<file path="src/rtl/bldc_pkg.sv">
package bldc_pkg;

	// Carrier and low-side pulse timing in oscillator cycles.
	localparam int         CARRIER_PERIOD = 252;
	localparam int         CARRIER_HALF   = 126;
	localparam logic [4:0] LOW_ON_CYCLES  = 5'h12;

	// Clock rate and the refresh time before the first drive from standstill.
	localparam int CLK_HZ          = 100_000_000;
	localparam int REFRESH_TIME_NS = 1_500_000;
	localparam int REFRESH_CYCLES  = REFRESH_TIME_NS / 1000 * (CLK_HZ / 1_000_000);

	// Stop thresholds are oscillator counts, so they scale with the oscillator rate.
	localparam int REF_OSC_HZ      = 5_000_000;
	localparam int HALL_EDGES      = 6;
	localparam int FWD_STOP_HZ     = 1;
	localparam int REV_STOP_HZ     = 5;
	localparam int FWD_STOP_CYCLES = REF_OSC_HZ / (HALL_EDGES * FWD_STOP_HZ);
	localparam int REV_STOP_CYCLES = REF_OSC_HZ / (HALL_EDGES * REV_STOP_HZ);

	// On-duty in carrier counts out of 252.
	localparam logic [7:0] DUTY_MIN      = 8'h06;
	localparam logic [7:0] DUTY_MAX_SINE = 8'he8;
	localparam logic [7:0] DUTY_MAX_WIDE = 8'hef;
	localparam logic [7:0] LEVEL_FULL    = 8'hff;

	localparam logic [2:0] SECTOR_NONE = 3'h7;
	localparam logic [2:0] SECTOR_LAST = 3'h5;

	typedef enum logic [1:0] {
		BAND_OFF     = 2'b00,
		BAND_REFRESH = 2'b01,
		BAND_NORMAL  = 2'b10,
		BAND_TEST    = 2'b11
	} speed_band_e;

	typedef enum logic [1:0] {
		MODE_SQUARE = 2'b00,
		MODE_SINE   = 2'b01,
		MODE_WIDE   = 2'b10
	} drive_mode_e;

	// Hall code {w,v,u} to sector 0..5; all-high or all-low is no sector.
	function automatic logic [2:0] sector_of(input logic [2:0] code);
		case (code)
			3'h1:    sector_of = 3'h0;
			3'h3:    sector_of = 3'h1;
			3'h2:    sector_of = 3'h2;
			3'h6:    sector_of = 3'h3;
			3'h4:    sector_of = 3'h4;
			3'h5:    sector_of = 3'h5;
			default: sector_of = SECTOR_NONE;
		endcase
	endfunction : sector_of

endpackage : bldc_pkg

</file>
<file path="src/rtl/bldc_commutation_mode_control.sv">
`timescale 1ns/1ns
module bldc_commutation_mode_control
	import bldc_pkg::*;
#(
	parameter int FWD_STOP = FWD_STOP_CYCLES,
	parameter int REV_STOP = REV_STOP_CYCLES,
	parameter int REFRESH  = REFRESH_CYCLES
)(
	input  wire logic                 clk,
	input  wire logic                 rstn,
	input  wire logic                 hall_u,
	input  wire logic                 hall_v,
	input  wire logic                 hall_w,
	input  wire logic                 drive_style_sel,
	input  wire logic           [4:0] lead_angle_input,
	input  wire bldc_pkg::speed_band_e speed_band,
	input  wire logic           [7:0] speed_level,
	input  wire logic                 lead_kill,
	input  wire logic           [2:0] wave_high,
	input  wire logic           [2:0] wave_low,
	output logic                      gate_block,
	output bldc_pkg::drive_mode_e     drive_mode,
	output logic                [4:0] lead_step,
	output logic                [7:0] duty,
	output logic                [2:0] high_on,
	output logic                [2:0] low_on,
	output logic                      refresh_active,
	output logic                      rotor_forward,
	output logic                      rotor_running
);

	import bldc_pkg::*;

	typedef enum logic [1:0] {
		CS_IDLE   = 2'b00,
		CS_CHARGE = 2'b01,
		CS_PRE    = 2'b10,
		CS_DRIVE  = 2'b11
	} ctl_state_e;

	typedef struct packed {
		logic        ss_s1;
		logic        ss_s2;
		logic [4:0]  la_s1;
		logic [4:0]  la_s2;
		logic [4:0]  la_s3;
		logic [4:0]  la_keep;
		ctl_state_e  state;
		logic [31:0] ref_cnt;
		logic [4:0]  pulse_cnt;
		drive_mode_e mode;
		logic [4:0]  lead;
		logic [7:0]  duty;
		logic        block;
		logic [2:0]  high;
		logic [2:0]  low;
		logic        refresh;
	} ctl_s;

	// Square 120 degree pattern: {high phases, low phases} for a sector.
	function automatic logic [5:0] square_pattern(input logic [2:0] sec);
		case (sec)
			3'h0:    square_pattern = {3'b001, 3'b010};
			3'h1:    square_pattern = {3'b001, 3'b100};
			3'h2:    square_pattern = {3'b010, 3'b100};
			3'h3:    square_pattern = {3'b010, 3'b001};
			3'h4:    square_pattern = {3'b100, 3'b001};
			3'h5:    square_pattern = {3'b100, 3'b010};
			default: square_pattern = 6'h00;
		endcase
	endfunction : square_pattern

	// Linear ramp from the minimum to the style's maximum, clamped at full level.
	function automatic logic [7:0] duty_of(input logic [7:0] level, input logic wide);
		logic [7:0]  top;
		logic [15:0] scaled;
		top    = wide ? DUTY_MAX_WIDE : DUTY_MAX_SINE;
		scaled = level * (top - DUTY_MIN);
		if (level == LEVEL_FULL)
		begin
			duty_of = top;
		end
		else
		begin
			duty_of = DUTY_MIN + scaled[15:8];
		end
	endfunction : duty_of

	ctl_s        state_reg;
	ctl_s        state_next;
	logic [6:0]  tri_level;
	logic        period_start;
	logic [2:0]  sector;
	logic        forward;
	logic        running;
	drive_mode_e style;
	logic        force_win;
	logic        pwm_on;
	logic [5:0]  pattern;
	logic        want_drive;

	carrier_gen u_carrier (
		.clk          (clk),
		.rstn         (rstn),
		.tri_level    (tri_level),
		.period_start (period_start)
	);

	hall_tracker #(
		.FWD_STOP (FWD_STOP),
		.REV_STOP (REV_STOP)
	) u_hall (
		.clk     (clk),
		.rstn    (rstn),
		.hall_u  (hall_u),
		.hall_v  (hall_v),
		.hall_w  (hall_w),
		.sector  (sector),
		.forward (forward),
		.running (running)
	);

	always_comb
	begin
		state_next       = state_reg;
		state_next.ss_s1 = drive_style_sel;
		state_next.ss_s2 = state_reg.ss_s1;
		state_next.la_s1 = lead_angle_input;
		state_next.la_s2 = state_reg.la_s1;
		state_next.la_s3 = state_reg.la_s2;
		// The converter code can be caught mid-change, so only a code seen twice is used.
		if (state_reg.la_s2 == state_reg.la_s3)
		begin
			state_next.la_keep = state_reg.la_s2;
		end

		style      = state_reg.ss_s2 ? MODE_WIDE : MODE_SINE;
		want_drive = (speed_band == BAND_NORMAL) || (speed_band == BAND_TEST);

		// Low-side window opens at each carrier start and lasts 18 cycles.
		if (period_start)
		begin
			state_next.pulse_cnt = LOW_ON_CYCLES;
		end
		else if (state_reg.pulse_cnt != 5'h00)
		begin
			state_next.pulse_cnt = state_reg.pulse_cnt - 5'h01;
		end
		force_win = (state_reg.pulse_cnt != 5'h00);

		case (state_reg.state)
			CS_IDLE:
			begin
				if (speed_band == BAND_REFRESH)
				begin
					state_next.state = CS_CHARGE;
				end
				else if (want_drive && running)
				begin
					state_next.state = CS_DRIVE;
				end
				else if (want_drive)
				begin
					state_next.state   = CS_PRE;
					state_next.ref_cnt = 32'(REFRESH - 1);
				end
			end
			CS_CHARGE:
			begin
				if (speed_band == BAND_OFF)
				begin
					state_next.state = CS_IDLE;
				end
				else if (want_drive && running)
				begin
					state_next.state = CS_DRIVE;
				end
				else if (want_drive)
				begin
					state_next.state   = CS_PRE;
					state_next.ref_cnt = 32'(REFRESH - 1);
				end
			end
			CS_PRE:
			begin
				if (speed_band == BAND_OFF)
				begin
					state_next.state = CS_IDLE;
				end
				else if (speed_band == BAND_REFRESH)
				begin
					state_next.state = CS_CHARGE;
				end
				else if (state_reg.ref_cnt == 32'h0)
				begin
					state_next.state = CS_DRIVE;
				end
				else
				begin
					state_next.ref_cnt = state_reg.ref_cnt - 32'h1;
				end
			end
			CS_DRIVE:
			begin
				if (speed_band == BAND_OFF)
				begin
					state_next.state = CS_IDLE;
				end
				else if (speed_band == BAND_REFRESH)
				begin
					state_next.state = CS_CHARGE;
				end
			end
			default:
			begin
				state_next.state = CS_IDLE;
			end
		endcase

		// Test band skips the low-speed check but still falls back on reverse.
		if (speed_band == BAND_TEST)
		begin
			state_next.mode = forward ? style : MODE_SQUARE;
		end
		else if (running && forward)
		begin
			state_next.mode = style;
		end
		else
		begin
			state_next.mode = MODE_SQUARE;
		end

		if (state_next.mode == MODE_SQUARE)
		begin
			state_next.lead = 5'h00;
		end
		else if (speed_band == BAND_TEST)
		begin
			state_next.lead = 5'h00;
		end
		else if (lead_kill)
		begin
			state_next.lead = 5'h00;
		end
		else if (style == MODE_WIDE)
		begin
			state_next.lead = {1'b0, state_reg.la_keep[4:1]};
		end
		else
		begin
			state_next.lead = state_reg.la_keep;
		end

		// The shown level already saturates at the 5.4 V point upstream.
		state_next.duty = duty_of(speed_level, state_reg.ss_s2);

		pwm_on  = ({1'b0, tri_level} << 1) < {1'b0, state_reg.duty};
		pattern = square_pattern(sector);

		state_next.block   = 1'b0;
		state_next.high    = 3'h0;
		state_next.low     = 3'h0;
		state_next.refresh = 1'b0;
		case (state_next.state)
			CS_IDLE:
			begin
				state_next.block = 1'b1;
			end
			CS_CHARGE:
			begin
				state_next.low = {3{force_win}};
			end
			CS_PRE:
			begin
				state_next.low     = {3{force_win}};
				state_next.refresh = 1'b1;
			end
			CS_DRIVE:
			begin
				if (state_next.mode == MODE_SQUARE)
				begin
					state_next.high = pattern[5:3] & {3{pwm_on}};
					// Idle phases get the low-side pulse so their gate supply stays up.
					state_next.low  = pattern[2:0] | ({3{force_win}} & ~pattern[5:3]);
				end
				else
				begin
					state_next.high = wave_high;
					state_next.low  = wave_low;
				end
			end
			default:
			begin
				state_next.block = 1'b1;
			end
		endcase
	end

	always_ff @(posedge clk or negedge rstn)
	begin
		if (!rstn)
		begin
			state_reg       <= '0;
			state_reg.state <= CS_IDLE;
			state_reg.block <= 1'b1;
		end
		else
		begin
			state_reg <= state_next;
		end
	end

	assign gate_block     = state_reg.block;
	assign drive_mode     = state_reg.mode;
	assign lead_step      = state_reg.lead;
	assign duty           = state_reg.duty;
	assign high_on        = state_reg.high;
	assign low_on         = state_reg.low;
	assign refresh_active = state_reg.refresh;
	assign rotor_forward  = forward;
	assign rotor_running  = running;

endmodule : bldc_commutation_mode_control

</file>
<file path="src/rtl/carrier_gen.sv">
`timescale 1ns/1ns
module carrier_gen
	import bldc_pkg::*;
(
	input  wire logic       clk,
	input  wire logic       rstn,
	output logic      [6:0] tri_level,
	output logic            period_start
);

	typedef struct packed {
		logic [7:0] phase;
		logic [6:0] level;
		logic       start;
	} carrier_s;

	carrier_s state_reg;
	carrier_s state_next;

	always_comb
	begin
		state_next = state_reg;
		if (state_reg.phase == 8'(CARRIER_PERIOD - 1))
		begin
			state_next.phase = 8'h00;
		end
		else
		begin
			state_next.phase = state_reg.phase + 8'h01;
		end
		// Up for the first half, down for the second, peak at 126.
		if (state_next.phase < 8'(CARRIER_HALF))
		begin
			state_next.level = state_next.phase[6:0];
		end
		else
		begin
			state_next.level = 7'(CARRIER_PERIOD - int'(state_next.phase));
		end
		state_next.start = (state_next.phase == 8'h00);
	end

	always_ff @(posedge clk or negedge rstn)
	begin
		if (!rstn)
		begin
			state_reg <= '0;
		end
		else
		begin
			state_reg <= state_next;
		end
	end

	assign tri_level    = state_reg.level;
	assign period_start = state_reg.start;

endmodule : carrier_gen

</file>
<file path="src/rtl/hall_tracker.sv">
`timescale 1ns/1ns
module hall_tracker
	import bldc_pkg::*;
#(
	parameter int FWD_STOP = FWD_STOP_CYCLES,
	parameter int REV_STOP = REV_STOP_CYCLES
)(
	input  wire logic       clk,
	input  wire logic       rstn,
	input  wire logic       hall_u,
	input  wire logic       hall_v,
	input  wire logic       hall_w,
	output logic      [2:0] sector,
	output logic            forward,
	output logic            running
);

	typedef struct packed {
		logic [2:0]  s1;
		logic [2:0]  s2;
		logic [2:0]  prev;
		logic [31:0] cnt;
		logic        fwd;
		logic        run;
	} track_s;

	track_s      state_reg;
	track_s      state_next;
	logic [2:0]  sec_now;
	logic [2:0]  sec_succ;
	logic [31:0] limit;

	always_comb
	begin
		state_next    = state_reg;
		state_next.s1 = {hall_w, hall_v, hall_u};
		state_next.s2 = state_reg.s1;
		sec_now       = sector_of(state_reg.s2);
		sec_succ      = (state_reg.prev == SECTOR_LAST) ? 3'h0 : state_reg.prev + 3'h1;
		limit         = state_reg.fwd ? 32'(FWD_STOP) : 32'(REV_STOP);
		if (sec_now != SECTOR_NONE && sec_now != state_reg.prev)
		begin
			if (state_reg.prev != SECTOR_NONE)
			begin
				// A short interval in a known order means the rotor is turning.
				state_next.fwd = (sec_now == sec_succ);
				state_next.run = state_reg.cnt < (state_next.fwd ? 32'(FWD_STOP) : 32'(REV_STOP));
			end
			state_next.prev = sec_now;
			state_next.cnt  = 32'h0;
		end
		else
		begin
			if (state_reg.cnt >= limit)
			begin
				state_next.run = 1'b0;
			end
			else
			begin
				state_next.cnt = state_reg.cnt + 32'h1;
			end
		end
	end

	always_ff @(posedge clk or negedge rstn)
	begin
		if (!rstn)
		begin
			state_reg      <= '0;
			state_reg.prev <= SECTOR_NONE;
			state_reg.fwd  <= 1'b1;
		end
		else
		begin
			state_reg <= state_next;
		end
	end

	assign sector  = state_reg.prev;
	assign forward = state_reg.fwd;
	assign running = state_reg.run;

endmodule : hall_tracker
</file>
<file path="config.mk">
export PLATFORM = sky130hd
export DESIGN_NAME = bldc_commutation_mode_control
export DESIGN_NICKNAME = d
export VERILOG_FILES = /design/src/rtl/bldc_pkg.sv /design/src/rtl/bldc_commutation_mode_control.sv /design/src/rtl/carrier_gen.sv /design/src/rtl/hall_tracker.sv
export SDC_FILE = /design/constraint.sdc
export NUM_CORES = 1
export LEC_CHECK = 0
export BUFFER_PORTS_ARGS = -buffer_cell sky130_fd_sc_hd__buf_2
export CAP_MARGIN = 0
export CORE_MARGIN = 2
export CORE_UTILIZATION = 50
export CTS_CLUSTER_SIZE = 30
export DETAILED_ROUTE_END_ITERATION = 10
export GPL_TIMING_DRIVEN = 0
export PLACE_DENSITY = 0.67
export SYNTH_ARGS = -nofsm -noshare
export SYNTH_HDL_FRONTEND = slang
export SYNTH_HIERARCHICAL = 1
export SYNTH_SLANG_ARGS = --single-unit
</file>
<file path="constraint.sdc">
create_clock -name clk -period 5.46 [get_ports clk]
set_input_delay 0.273 -clock clk [delete_from_list [all_inputs] [get_ports clk]]
set_output_delay 0.273 -clock clk [all_outputs]
set_load 0.05 [all_outputs]
</file>
# Yosys cells after proc, flatten, opt, wreduce, memory -nomap -nowiden
# Cells that the tools add are included.
[totals] register_bits=143 in_bits=28 out_inout_bits=25 elab_cells=142
[op_classes] n_addsub=8 mul=1 order_cmp=4 n_eq_ne=35 muxes=46 n_bitwise=4 n_reduce_logical=19
[op_table] cell="$mux W32" n=8
[op_table] cell="$pmux W32 S3" n=1
[op_table] cell="$mux W20" n=2
[op_table] cell="$pmux W6 S6" n=1
[op_table] cell="$mux W34" n=1
[op_table] cell="$add A32 B1 Y32 const B" n=1
[op_table] cell="$ge A32 B32 Y1" n=1
[op_table] cell="$logic_not A32 Y1" n=1
[op_table] cell="$lt A32 B32 Y1" n=1
[op_table] cell="$sub A32 B1 Y32 const B" n=1
[op_table] cell="$mux W5" n=6
[op_table] cell="$mux W2" n=12
[op_table] cell="$pmux W3 S6" n=1
[op_table] cell="$eq A8 B8 Y1 const B" n=2
[op_table] cell="$mul A9 B9 Y16" n=1
[op_table] cell="$mux W8" n=2
[op_table] cell="$eq A3 B3 Y1 const B" n=5
[op_table] cell="$eq A2 B2 Y1 const B" n=7
[op_table] cell="$eq A3 B2 Y1 const B" n=4
[op_table] cell="$ne A2 B2 Y1 const B" n=6
[op_table] cell="$mux W3" n=3
[op_table] cell="$sub A8 B3 Y9 const B" n=1
[op_table] cell="$add A3 B8 Y8 const A" n=1
[op_table] cell="$add A8 B1 Y8 const B" n=1
[op_table] cell="31 further kinds" n=47

# Logic depth before layout (Yosys ltp)
# Gate-level depths: netlist (run 1).
[depth] depth_word=9 depth_mapped=18 ltp_nobuf=17

# Modules after synthesis
# The synthesis (run 1) kept the hierarchy.
[modules_own_cells] module="bldc_commutation_mode_control" n_inst=1 cells_per_inst=539 area_per_inst_um2=5525.3 seq_area_each_um2=2103.3
[modules_own_cells] module="hall_tracker" n_inst=1 cells_per_inst=283 area_per_inst_um2=2740.1 seq_area_each_um2=1081.0
[modules_own_cells] module="carrier_gen" n_inst=1 cells_per_inst=86 area_per_inst_um2=869.6 seq_area_each_um2=375.4

# Worst setup path before layout (run 1)
# Ideal clock, no wire load.
[synth_timing] kind="reg-to-reg" from="reg state_reg[82] (netlist name)" to="reg state_reg, in the netlist duty[7]" arrival_ns=4.478 t_required_ns=5.385 path_slack_ns=0.907 path_stages_with_launch=18 path_buffers=1 period_less_slack_ns=4.553 path_cell_list="dfrtp_1 clkbuf_1 inv_1 nor2_1 ha_1 fa_1 fa_1 inv_1 fa_1 inv_1 ha_1 nand3_1 o2111ai_1 a41o_1 xor2_1 nand4b_1 xnor3_1 nand2_1"
[synth_rtl] element="end signal, assigned" line="bldc_commutation_mode_control.sv:310" rtl="state_reg <= state_next;"
[synth_rtl] element="end, declared" line="bldc_commutation_mode_control.sv:89" rtl="ctl_s state_reg;"

==> key figures, run 1 <==
Status
  • Status: complete, no violations

Floorplan
  • Ports: 53
  • Number of cell rows: 49
  • DIE HEIGHT: roughly 140 microns
  • Die area: roughly 19000 sq um
  • Die W: 139.2 microns
  • Core area: 17960 sq um
  • Initial core utilization: 0.5085

Synth
  • Synthesized cell area: 9135 sq um
  • Sequential fraction of the synthesis area: 0.3897
  • Synth top area share: 0.3753
  • Main combinational cell family by area after synthesis: simple AND/OR/NAND/NOR gates
  • Ys Warns: 6
  • Ys flop type: dfrtp_1
  • Ys async rst share: 1.000
  • Synth area leaders: dfrtp_1 (38%), ha_1 (12%), fa_1 (4.2%)
  • Syn_area_per_cell: approximately 10 sq um
  • Post-synthesis mux area share: 0.01863
  • Cells after Synth: just over 900
  • Adder-cell share of the synthesized area: 0.1622
  • Synthesis-stage register bit count: 142
  • Simple-gate share of the synthesized area: 0.1707
  • Cell taking the most area after synthesis: dfrtp_1
  • Post-synth EDFFs: 0
  • Count of cell types in the netlist: 90
  • Post-synthesis compound-gate area fraction: 0.1303
  • Post-synthesis xor/xnor area fraction: 0.05999

Cells and area
  • P&R area growth vs syn: 14.18%
  • Final nets: 1125
  • # fillers: between 1500 and 2000
  • Layout cells sized above 1: 0.1695
  • Commonest cells after routing, fill and taps aside: dfrtp_1 (137), ha_1 (88), nor2_1 (83), inv_1 (67), buf_2 (54)
  • Max FFs per register: 50
  • Design area: 10430 sq um
  • Commonest non-fill, non-tap cell in the layout: dfrtp_1
  • FF/Latch Area: 3560 sq um
  • Final core occ: 0.5806
  • Multi-input logic area: 4960 sq um
  • Antenna cells: 0

Critical path
  • CP delay by family, top: adder cells
  • Critical path required time: 5.81 ns
  • Arr. time, crit path: 5.49 ns
  • Critical-path cell list: clkbuf_1 -> inv_1 -> nor2_1 -> ha_1 -> fa_1 -> fa_1 -> inv_1 -> fa_1 -> inv_1 -> ha_1 -> nand3_1 -> o2111ai_1 -> a41o_1 -> xor2_1 -> nand4b_1 -> xnor3_1 -> nand2_1
  • Buffers and inverters on the worst path: 4
  • Setup Crit Path Kind: reg2reg
  • Startpoint types: flip-flop
  • Max incr delay on CP: 0.55 ns
  • Reg2Reg Depth: 17
  • Slowest CP cell: fa_1
  • FF-to-FF Start: state_reg[82]
  • RR Endpoint: duty[7]
  • Setup crit end kind: flip-flop
  • Slack of the worst reg-to-reg path: between 0.3 and 0.4 ns
  • CP Max Fanout: 10

Routing
  • Starting DRT DRC Count: 405
  • Drt drc: 0
  • Total number of vias: between 6000 and 7000
  • DRT antenna net count: 0
  • DR WL/cell: approximately 14 microns
  • Vias/cell: 5.421
  • DRT Pass-1 Iters: 4
  • Post-Route WL: 17860 microns

CTS
  • Clk slew on worst S/H paths: 0.07 ns
  • Root Driver: clkbuf_16
  • Postcts setup bufs: 0
  • Hold buffers post-CTS: 10
  • CTS tree: done
  • TritonCTS Sinks: 142
  • Cts repair resizes: 0
  • CTS H-tree lvls: 4
  • Inserted Clock Buffers: 17
  • Worst skew pair latency: 0.42 ns
  • Clk buf depth: 2

Hold path
  • HP Start: wave_high[1]
  • Hold path cells: 2
  • Min-delay worst type: in2reg
  • Worst Hold End: high_on[1]

STA
  • Final setup vio count: 0
  • Fin crit share: 0.9410
  • Tmin final: 5.138 ns
  • Final Skew: roughly 0.008 ns
  • Max frequency: 0.1946 GHz
  • Final hold violation count: 0
  • Slew Limit Fails: 0
  • Hold slack final: approximately 0.11 ns
  • Setup TNS: 0 ns
  • Final WS setup: 0.3224 ns
  • Max_slew headroom: 0.3651
  • RSZ-0062 raised after global routing: false
  • Slew of the pin with the lowest slew margin: 0.9460 ns

Run
  • Total of max-cap violations: 0

Global route
  • Pin count of the biggest net entering global routing: 86
  • Tot GR Track Use: 0.1949
  • Overflow after GRT: 0
  • Number of global-route vias before repair: between 6000 and 7000
  • First-pass GRT wire length: 30930 microns
  • Antenna violations before repair: 0

Placement
  • Setup WS pre-CTS: around 0.26 ns
  • Placer Congestion: between 0.8 and 0.9
  • Placed instance area: 9714 sq um
  • Hpwl dp: roughly 13000 microns
  • Port Buf Inserts: 51

Power
  • Highest ir drop seen on vdd: 217.5 uV
  • Lkg Pwr: 0.004989 uW
  • Pwr Density: 354.6 nW/um^2
==> area by class of cell <==
type                       instances  share of cell area
sequential                       142              0.3413
inverter                          67             0.02411
timing repair buffer              62             0.03731
multi-input combinational        642              0.4755
clock inverter                    15             0.01823
tap                              229             0.02747
clock buffer                      17             0.04079
buffer                            58             0.03527
==> where the power goes <==
part	total, uW	switching [uW]	leakage, uW	internal (uW)
sequential	1250	79.8	0.00182	1170
combinational	1250	716	0.00287	531
clock	1200	505	0.000301	699
==> cell usage after synthesis, drive strengths merged, types with 13 or more instances <==
master	instances
ha	88
xor2	24
fa	19
o21ai	36
xnor2	36
a21oi	47
o211ai	13
or3	17
and2	26
nor3	14
nand2	44
inv	67
buf	39
nor2	83
dfrtp	137
clkbuf	19
nand3	18
==> routing by layer <==
metal / vias up / share of wire / routed length [microns] / global-route usage
li1: 3329 / - / - / -
met1: 3232 / 0.48 / 8625 / 0.2723
met2: 104 / 0.48 / 8521 / 0.3106
met3: 14 / 0.027 / 478 / 0.03729
met4: 0 / 0.013 / 237 / 0.05795
met5: - / 0 / 0 / 0
==> kinds of logic (layout without fill, tap and decap cells) <==
family,Yosys count,in the layout
and+or+nand+nor,283,283
AOI/OAI and AO/OA,172,172
DFF,142,142
buffers and inverters,125,219
adders and majority gates,107,107
xor gates and xnor gates,61,61
muxes,16,16
other,2,3
==> worst reg2reg max path, cell delays in order (launching register included) <==
cell and delay [ns]:
dfrtp_1 0.34, clkbuf_1 0.47, inv_1 0.24, nor2_1 0.22, ha_1 0.27, fa_1 0.48, fa_1 0.55, inv_1 0.05
fa_1 0.52, inv_1 0.04, ha_1 0.37, nand3_1 0.10, o2111ai_1 0.32, a41o_1 0.27, xor2_1 0.22, nand4b_1 0.17
xnor3_1 0.36, nand2_1 0.07
==> stage by stage <==
stage	power [uW]	std cells
2_1_floorplan	2253	909
3_3_place_gp	2500	1189
3_5_place_dp	2522	1190
4_1_cts	3755	1232
5_1_grt	3966	1232
6_report	3699	1232
==> worst max path at each step <==
stage | from | end | slack, ns | depth (start not counted)
floorplan | state_reg[82] | duty[7] | 0.91 | 17
CTS | state_reg[82] | duty[7] | 0.26 | 17
global route | state_reg[82] | duty[7] | 0.009 | 17
finish | state_reg[82] | duty[7] | 0.32 | 17
global placement | state_reg[82] | duty[7] | 0.32 | 17
detailed placement | state_reg[82] | duty[7] | 0.26 | 17
No activity file was read; power rests on OpenSTA's default activity.
==> inputs of run 2 (changes only) <==
ABC_AREA = 1   (was unset)
MAX_ROUTING_LAYER = met4   (was unset)
==> key figures, run 2 <==
Power
  • Pwr Total: 4412 uW (+19%)
  • Highest ir drop seen on vdd: 379.7 uV (+75%)
  • Lkg Pwr: 0.006225 uW (+25%)
  • Pwr Density: 382.3 nW/um^2 (+7.8%)

STA
  • Fin crit share: 0.9042 (-0.03672)
  • Final hold violation count: 0 (unchanged)
  • Slew Limit Fails: 0 (unchanged)
  • RSZ-0062 raised after global routing: false
  • Final Skew: 0.006998 ns (-0.0009688 ns)
  • Final setup vio count: 0 (unchanged)
  • Setup TNS: 0 ns (unchanged)
  • Slew of the pin with the lowest slew margin: 0.5756 ns (-0.3705 ns)
  • Max_slew headroom: 0.6163 (+0.2512)
  • Final WS setup: 0.5228 ns (+0.2005 ns)
  • Tmin final: 4.937 ns (-0.2005 ns)
  • Max frequency: 0.2025 GHz (+4.1%)

Critical path
  • Buffers and inverters on the worst path: 6 (+2)
  • CP Max Fanout: 10 (unchanged)
  • Slowest CP cell: fa_1
  • Max incr delay on CP: 0.51 ns (-0.04 ns)
  • Arr. time, crit path: 5.23 ns (-0.26 ns)
  • Critical-path cell list: clkbuf_1 -> clkbuf_1 -> nand2_1 -> inv_1 -> ha_1 -> fa_1 -> inv_1 -> fa_1 -> inv_1 -> fa_1 -> ha_1 -> inv_1 -> nand2_1 -> nand3_1 -> nand2_1 -> nand2_1 -> and2_1 -> ha_1 -> nor2_1 -> nand2_1 -> nand2_1 -> nand3_1
  • Startpoint types: flip-flop
  • Setup crit end kind: flip-flop
  • Crit-path most repeated cell: nand2_1
  • CP delay by family, top: adder cells
  • Setup Crit Path Kind: reg2reg
  • Critical path required time: 5.75 ns (-0.06 ns)

Synth
  • Synthesis-stage register bit count: 142 (unchanged)
  • Post-synth EDFFs: 0 (unchanged)
  • Most frequent cell after synthesis: nand2_1
  • Synth area leaders: dfrtp_1 (34%), nand2_1 (11%), ha_1 (11%)
  • Cell taking the most area after synthesis: dfrtp_1
  • Synth top area share: 0.3351 (-0.04016)
  • Sequential fraction of the synthesis area: 0.3480 (-0.04170)
  • Post-synth top cells: nand2_1 (307), inv_1 (171), dfrtp_1 (137)
  • Cells after Synth: 1287 (+42%)
  • Count of cell types in the netlist: 55 (-39%)
  • Syn_area_per_cell: 7.949 sq um (-21%)
  • Ys flop type: dfrtp_1
  • Ys Warns: 6 (unchanged)
  • Ys async rst share: 1.000 (unchanged)
  • Synthesized cell area: 10230 sq um (+12%)

CTS
  • CTS tree: done
  • Worst skew pair latency: 0.42 ns (about the same)
  • Inserted Clock Buffers: 17 (unchanged)
  • Cts repair resizes: 0 (unchanged)
  • Clk slew on worst S/H paths: 0.06 ns (about the same)
  • CTS H-tree lvls: 4 (unchanged)
  • Clk buf depth: 2 (unchanged)
  • TritonCTS Sinks: 142 (unchanged)
  • Root Driver: clkbuf_16

Status
  • Status: complete, no violations

Routing
  • DR WL/cell: 13.39 microns (-7.6%)
  • Post-Route WL: 22150 microns (+24%)
  • Starting DRT DRC Count: 410 (+1.2%)
  • Total number of vias: 8270 (+24%)
  • Drt drc: 0 (unchanged)
  • DRT antenna net count: 0 (unchanged)
  • Vias/cell: 5.000 (-7.8%)
  • DRT Pass-1 Iters: 5 (+1)

Cells and area
  • Layout cells sized above 1: 0.1612 (-0.008248)
  • P&R area growth vs syn: 12.82%
  • Final nets: 1505 (+34%)
  • Max FFs per register: 50 (unchanged)
  • Commonest cells after routing, fill and taps aside: nand2_1 (307), inv_1 (171), dfrtp_1 (137), nor2_1 (132), nand3_1 (89)
  • Commonest non-fill, non-tap cell in the layout: nand2_1

Placement
  • Port Buf Inserts: 52 (+2.0%)
  • Placer Congestion: 0.8942 (+6.3%)
  • Hpwl dp: 16860 microns (+30%)
  • Setup WS pre-CTS: 0.5672 ns (+0.3050 ns)

Global route
  • Tot GR Track Use: 0.2280 (+0.03310)
  • First-pass GRT wire length: 39120 microns (+27%)
  • Number of global-route vias before repair: 8447 (+32%)
  • Pin count of the biggest net entering global routing: 100 (+16%)
  • Antenna violations before repair: 0 (unchanged)
  • Overflow after GRT: 0 (unchanged)

Floorplan
  • Die W: 147.0 microns (+5.7%)
  • Number of cell rows: 52 (+6.1%)
  • Initial core utilization: 0.5072 (-0.001336)
  • DIE HEIGHT: 147.0 microns (+5.7%)
  • Die area: 21620 sq um (+12%)
  • Core area: 20170 sq um (+12%)
  • Ports: 53 (unchanged)

Run
  • Total of max-cap violations: 0 (unchanged)

Hold path
  • Min-delay worst type: in2reg
==> run 2: cell count changes after synthesis, sizes merged, moves of 13 or more <==
cell   delta
nor2     +62
inv     +114
xor2     +13
nand4    +16
or3      -17
xnor2    -22
and2     -25
nand2   +294
nand3    +79
==> run 2: cells by family after synthesis <==
| kind of cell | after synthesis | share of synthesized area |
|---|---|---|
| and+or+nand+nor | 638 | 0.2866 |
| muxes | 5 | 0.005504 |
| other | 2 | 0.0007341 |
| AOI/OAI and AO/OA | 111 | 0.06556 |
| DFF | 142 | 0.3480 |
| buffers and inverters | 231 | 0.1052 |
| xor gates and xnor gates | 51 | 0.04366 |
| adders and majority gates | 107 | 0.1448 |
==> run 2: cell type report <==
cell class	count	area [sq um]
clock buffer	20	436.7
clock inverter	12	136.4
sequential	142	3560
inverter	181	681.9
antenna	1	2.502
tap	270	337.8
buffer	50	394.1
fill	1886	8628
timing repair buffer	63	394.1
multi-input combinational	915	5598
==> run 2: worst paths after layout <==
| path | endpoint | slack, ns | cells past startpoint | startpoint |
|---|---|---|---|---|
| max | duty[7] | 0.52 | 22 | state_reg[82] |
| min | high_on[0] | 0.13 | 3 | wave_high[0] |
| max reg2reg | duty[7] | 0.52 | 22 | state_reg[82] |
| min reg2reg | state_next[67] | 0.35 | 0 | state_next[72] |
| max in group asynchronous | u_hall/sector[1] | 4.28 | 3 | rstn |
| min in group asynchronous | state_reg[47] | 0.34 | 2 | rstn |
==> run 2: power breakdown <==
part,switching (uW),internal [uW],total [uW]
Sequential,134,1200,1340
Combinational,1250,685,1930
Clock,466,676,1140
==> run 2: repair_timing <==
action,in CTS,in global routing
hold buffers,10,0
buffers inserted,0,0
hold endpoints to repair,49,0
==> run 2: worst reg2reg max path, stage by stage (launching register included) <==
cell and delay, ns:
dfrtp_1 0.34, clkbuf_1 0.45, clkbuf_1 0.41, nand2_1 0.09
inv_1 0.11, ha_1 0.26, fa_1 0.51, inv_1 0.05
fa_1 0.48, inv_1 0.06, fa_1 0.48, ha_1 0.35
inv_1 0.05, nand2_1 0.11, nand3_1 0.12, nand2_1 0.07
nand2_1 0.06, and2_1 0.14, ha_1 0.23, nor2_1 0.21
nand2_1 0.09, nand2_1 0.08, nand3_1 0.07
==> run 2: metal layers <==
layer	vias to the layer above	wire length [microns]	part of all wire	global-route usage
met1	3854	10450	0.47	0.2980
li1	4238	-	-	-
met4	0	364	0.016	0.06346
met5	-	0	0	-
met2	148	10490	0.47	0.3723
met3	30	849	0.038	0.03509
==> run 2: metrics by stage <==
stage | instance area [sq um] | hold slack (ns) | util | std cells
floorplan | 10230 | -0.02259 | - | 1288
global placement | 10830 | 0.3322 | 0.5370 | 1610
detailed placement | 10870 | 0.2288 | 0.5387 | 1611
CTS | 11540 | 0.1139 | 0.5721 | 1653
global route | 11540 | 0.1313 | 0.5721 | 1653
finish | 11540 | 0.1255 | 0.5722 | 1654
==> inputs of run 3 (changes only) <==
CTS_CLUSTER_SIZE = unset   (was 30)
HOLD_SLACK_MARGIN = 0.15   (was unset)
PLACE_DENSITY = 0.7   (was 0.67)
clock period = 4.5 ns   (was 5.46 ns; I/O delays follow)
==> key figures, run 3 (synthesis results as in run 2) <==
Routing
  • Vias/cell: 5.074 (+1.5%)
  • DRT Pass-1 Iters: 5 (unchanged)
  • Routed wl met3: 731 microns (-14%)
  • WL met1: 10470 microns (+0.20%)
  • Top Layer Used: met4
  • DRT antenna net count: 0 (unchanged)
  • Post-Route WL: 22360 microns (+0.95%)
  • WL met2: 10750 microns (+2.5%)
  • Starting DRT DRC Count: 484 (+18%)
  • DR WL/cell: 13.47 microns (+0.58%)
  • Total number of vias: 8423 (+1.9%)
  • Drt drc: 0 (unchanged)

Global route
  • Tot GR Track Use: 0.2259 (-0.002133)
  • Pin count of the biggest net entering global routing: 75 (-25%)
  • Number of global-route vias before repair: 8255 (-2.3%)
  • Overflow after GRT: 0 (unchanged)
  • Antenna violations before repair: 0 (unchanged)
  • First-pass GRT wire length: 38620 microns (-1.3%)

Critical path
  • FF-to-FF Start: state_reg[82]
  • Setup crit end kind: flip-flop
  • RR Endpoint: duty[7]
  • Setup Crit Path Kind: reg2reg
  • CP Max Fanout: 5 (-5)
  • Slack of the worst reg-to-reg path: 0.28 ns (-0.24 ns)
  • Critical Path Start: state_reg[82]
  • Startpoint types: flip-flop
  • Reg2Reg Depth: 21 (-4.5%)
  • Arr. time, crit path: 4.52 ns (-0.71 ns)
  • Critical path required time: 4.80 ns (-0.95 ns)

CTS
  • Inserted Clock Buffers: 17 (unchanged)
  • Clk buf depth: 2 (unchanged)
  • Clk slew on worst S/H paths: 0.07 ns (about the same)
  • TritonCTS Sinks: 142 (unchanged)
  • Worst skew pair latency: 0.43 ns (about the same)
  • CTS tree: done
  • Root Driver: clkbuf_16
  • CTS H-tree lvls: 4 (unchanged)

Power
  • Pwr Density: 474.5 nW/um^2 (+24%)
  • Pwr Total: 5563 uW (+26%)
  • Highest ir drop seen on vdd: 427.4 uV (+13%)
  • Lkg Pwr: 0.006302 uW (+1.2%)

Cells and area
  • # fillers: 1830 (-3.0%)
  • Design area: 11720 sq um (+1.6%)
  • Multi-input logic area: 5638 sq um (+0.72%)
  • Final core occ: 0.5812 (+0.008995)
  • Layout cells sized above 1: 0.1691 (+0.007821)
  • Max FFs per register: 50 (unchanged)
  • Commonest non-fill, non-tap cell in the layout: nand2_1
  • Final nets: 1512 (+0.47%)
  • FF/Latch Area: 3561 sq um (about the same)
  • P&R area growth vs syn: 14.59%
  • Antenna cells: 0 (-1)
  • Commonest cells after routing, fill and taps aside: nand2_1 (307), inv_1 (171), dfrtp_1 (136), nor2_1 (131), nand3_1 (89)

STA
  • Max frequency: 0.2372 GHz (+17%)
  • Final Skew: 0.01009 ns (+0.003091 ns)
  • Slew Limit Fails: 0 (unchanged)
  • Tmin final: 4.217 ns (-0.7205 ns)
  • Slew of the pin with the lowest slew margin: 0.6816 ns (+0.1061 ns)
  • Fin crit share: 0.9370 (+0.03279)
  • Final setup vio count: 0 (unchanged)
  • Max_slew headroom: 0.5456 (-0.07071)
  • Setup TNS: 0 ns (unchanged)
  • Final hold violation count: 0 (unchanged)
  • Hold slack final: 0.1708 ns (+0.04531 ns)

Floorplan
  • Die W: 147.0 microns (unchanged)
  • Initial core utilization: 0.5072 (unchanged)
  • Core area: 20170 sq um (unchanged)
  • Number of cell rows: 52 (unchanged)
  • Ports: 53 (unchanged)
  • Die area: 21620 sq um (unchanged)
  • DIE HEIGHT: 147.0 microns (unchanged)

Status
  • Status: complete, no violations

Placement
  • Hpwl dp: 16640 microns (-1.3%)
  • Placer Congestion: 0.8862 (-0.89%)
  • Port Buf Inserts: 52 (unchanged)
  • Placed instance area: 10870 sq um (unchanged)

Hold path
  • Worst Hold End: low_on[1]
  • Min-delay worst type: in2reg
  • Hold path cells: 3 (unchanged)
  • HP Start: wave_low[1]

Run
  • Total of max-cap violations: 0 (unchanged)
## run 3: cell types whose count changed in the layout (fill, tap and decap cells not counted), sizes merged
cell,change
clkinvlp,-3
buf,+4
clkbuf,-5
bufinv,+1
diode,-1
dlygate4sd3,+5
inv,+5
## run 3: power by group
part           internal, uW  leakage (uW)  switching (uW)
Sequential             1460       0.00183             163
Combinational           874       0.00416            1530
Clock                   903      0.000315             631
Total                  3240       0.00630            2330
## run 3: repair_timing
item	CTS	global route
setup buffers	0	3
hold endpoints to repair	77	0
hold buffers	15	0
pin swaps	0	2
resized for setup	2	7
setup endpoints to repair	5	4
cloned	0	0
## run 3: final cells by class
cell class                 count  share of cell area
timing repair buffer          71             0.03981
tap                          270             0.02882
inverter                     181             0.05817
buffer                        49             0.03362
sequential                   142              0.3038
clock inverter                15             0.01857
multi-input combinational    915              0.4809
clock buffer                  17             0.03629
## run 3: worst max path at each step
| stage | to | slack (ns) | depth (start not counted) |
|---|---|---|---|
| 5_1_grt | duty[7] | -0.02 | 21 |
| 3_5_place_dp | duty[7] | -0.33 | 21 |
| 6_report | duty[7] | 0.28 | 21 |
| 3_3_place_gp | duty[7] | -0.30 | 21 |
| 4_1_cts | duty[7] | 0.05 | 20 |
| 2_1_floorplan | duty[7] | 0.25 | 21 |
## run 3: routing by layer
layer,up-vias,track usage
met5,-,-
met4,0,0.06442
met3,32,0.03509
met2,152,0.3695
met1,3981,0.2938
li1,4258,-
## run 3: per-stage QoR
stage / setup WS, ns / cells
after floorplan: 0.2490 / 1288
after global placement: -0.2970 / 1610
after detailed placement: -0.3312 / 1611
after CTS: 0.05417 / 1657
after global routing: -0.01735 / 1660
final: 0.2833 / 1660
## run 3: critical path, stage by stage (launching register included)
cell     delay, ns
dfrtp_2       0.44
buf_4         0.15
nand2_1       0.05
inv_1         0.05
ha_1          0.28
fa_1          0.48
fa_1          0.55
inv_1         0.06
fa_1          0.55
inv_1         0.07
ha_4          0.28
nand2_1       0.08
inv_1         0.08
nand3_1       0.10
nand2_1       0.07
nand2_1       0.07
and2_1        0.14
ha_1          0.24
nor2_2        0.14
nand2_1       0.07
nand2_1       0.05
nand3_1       0.05
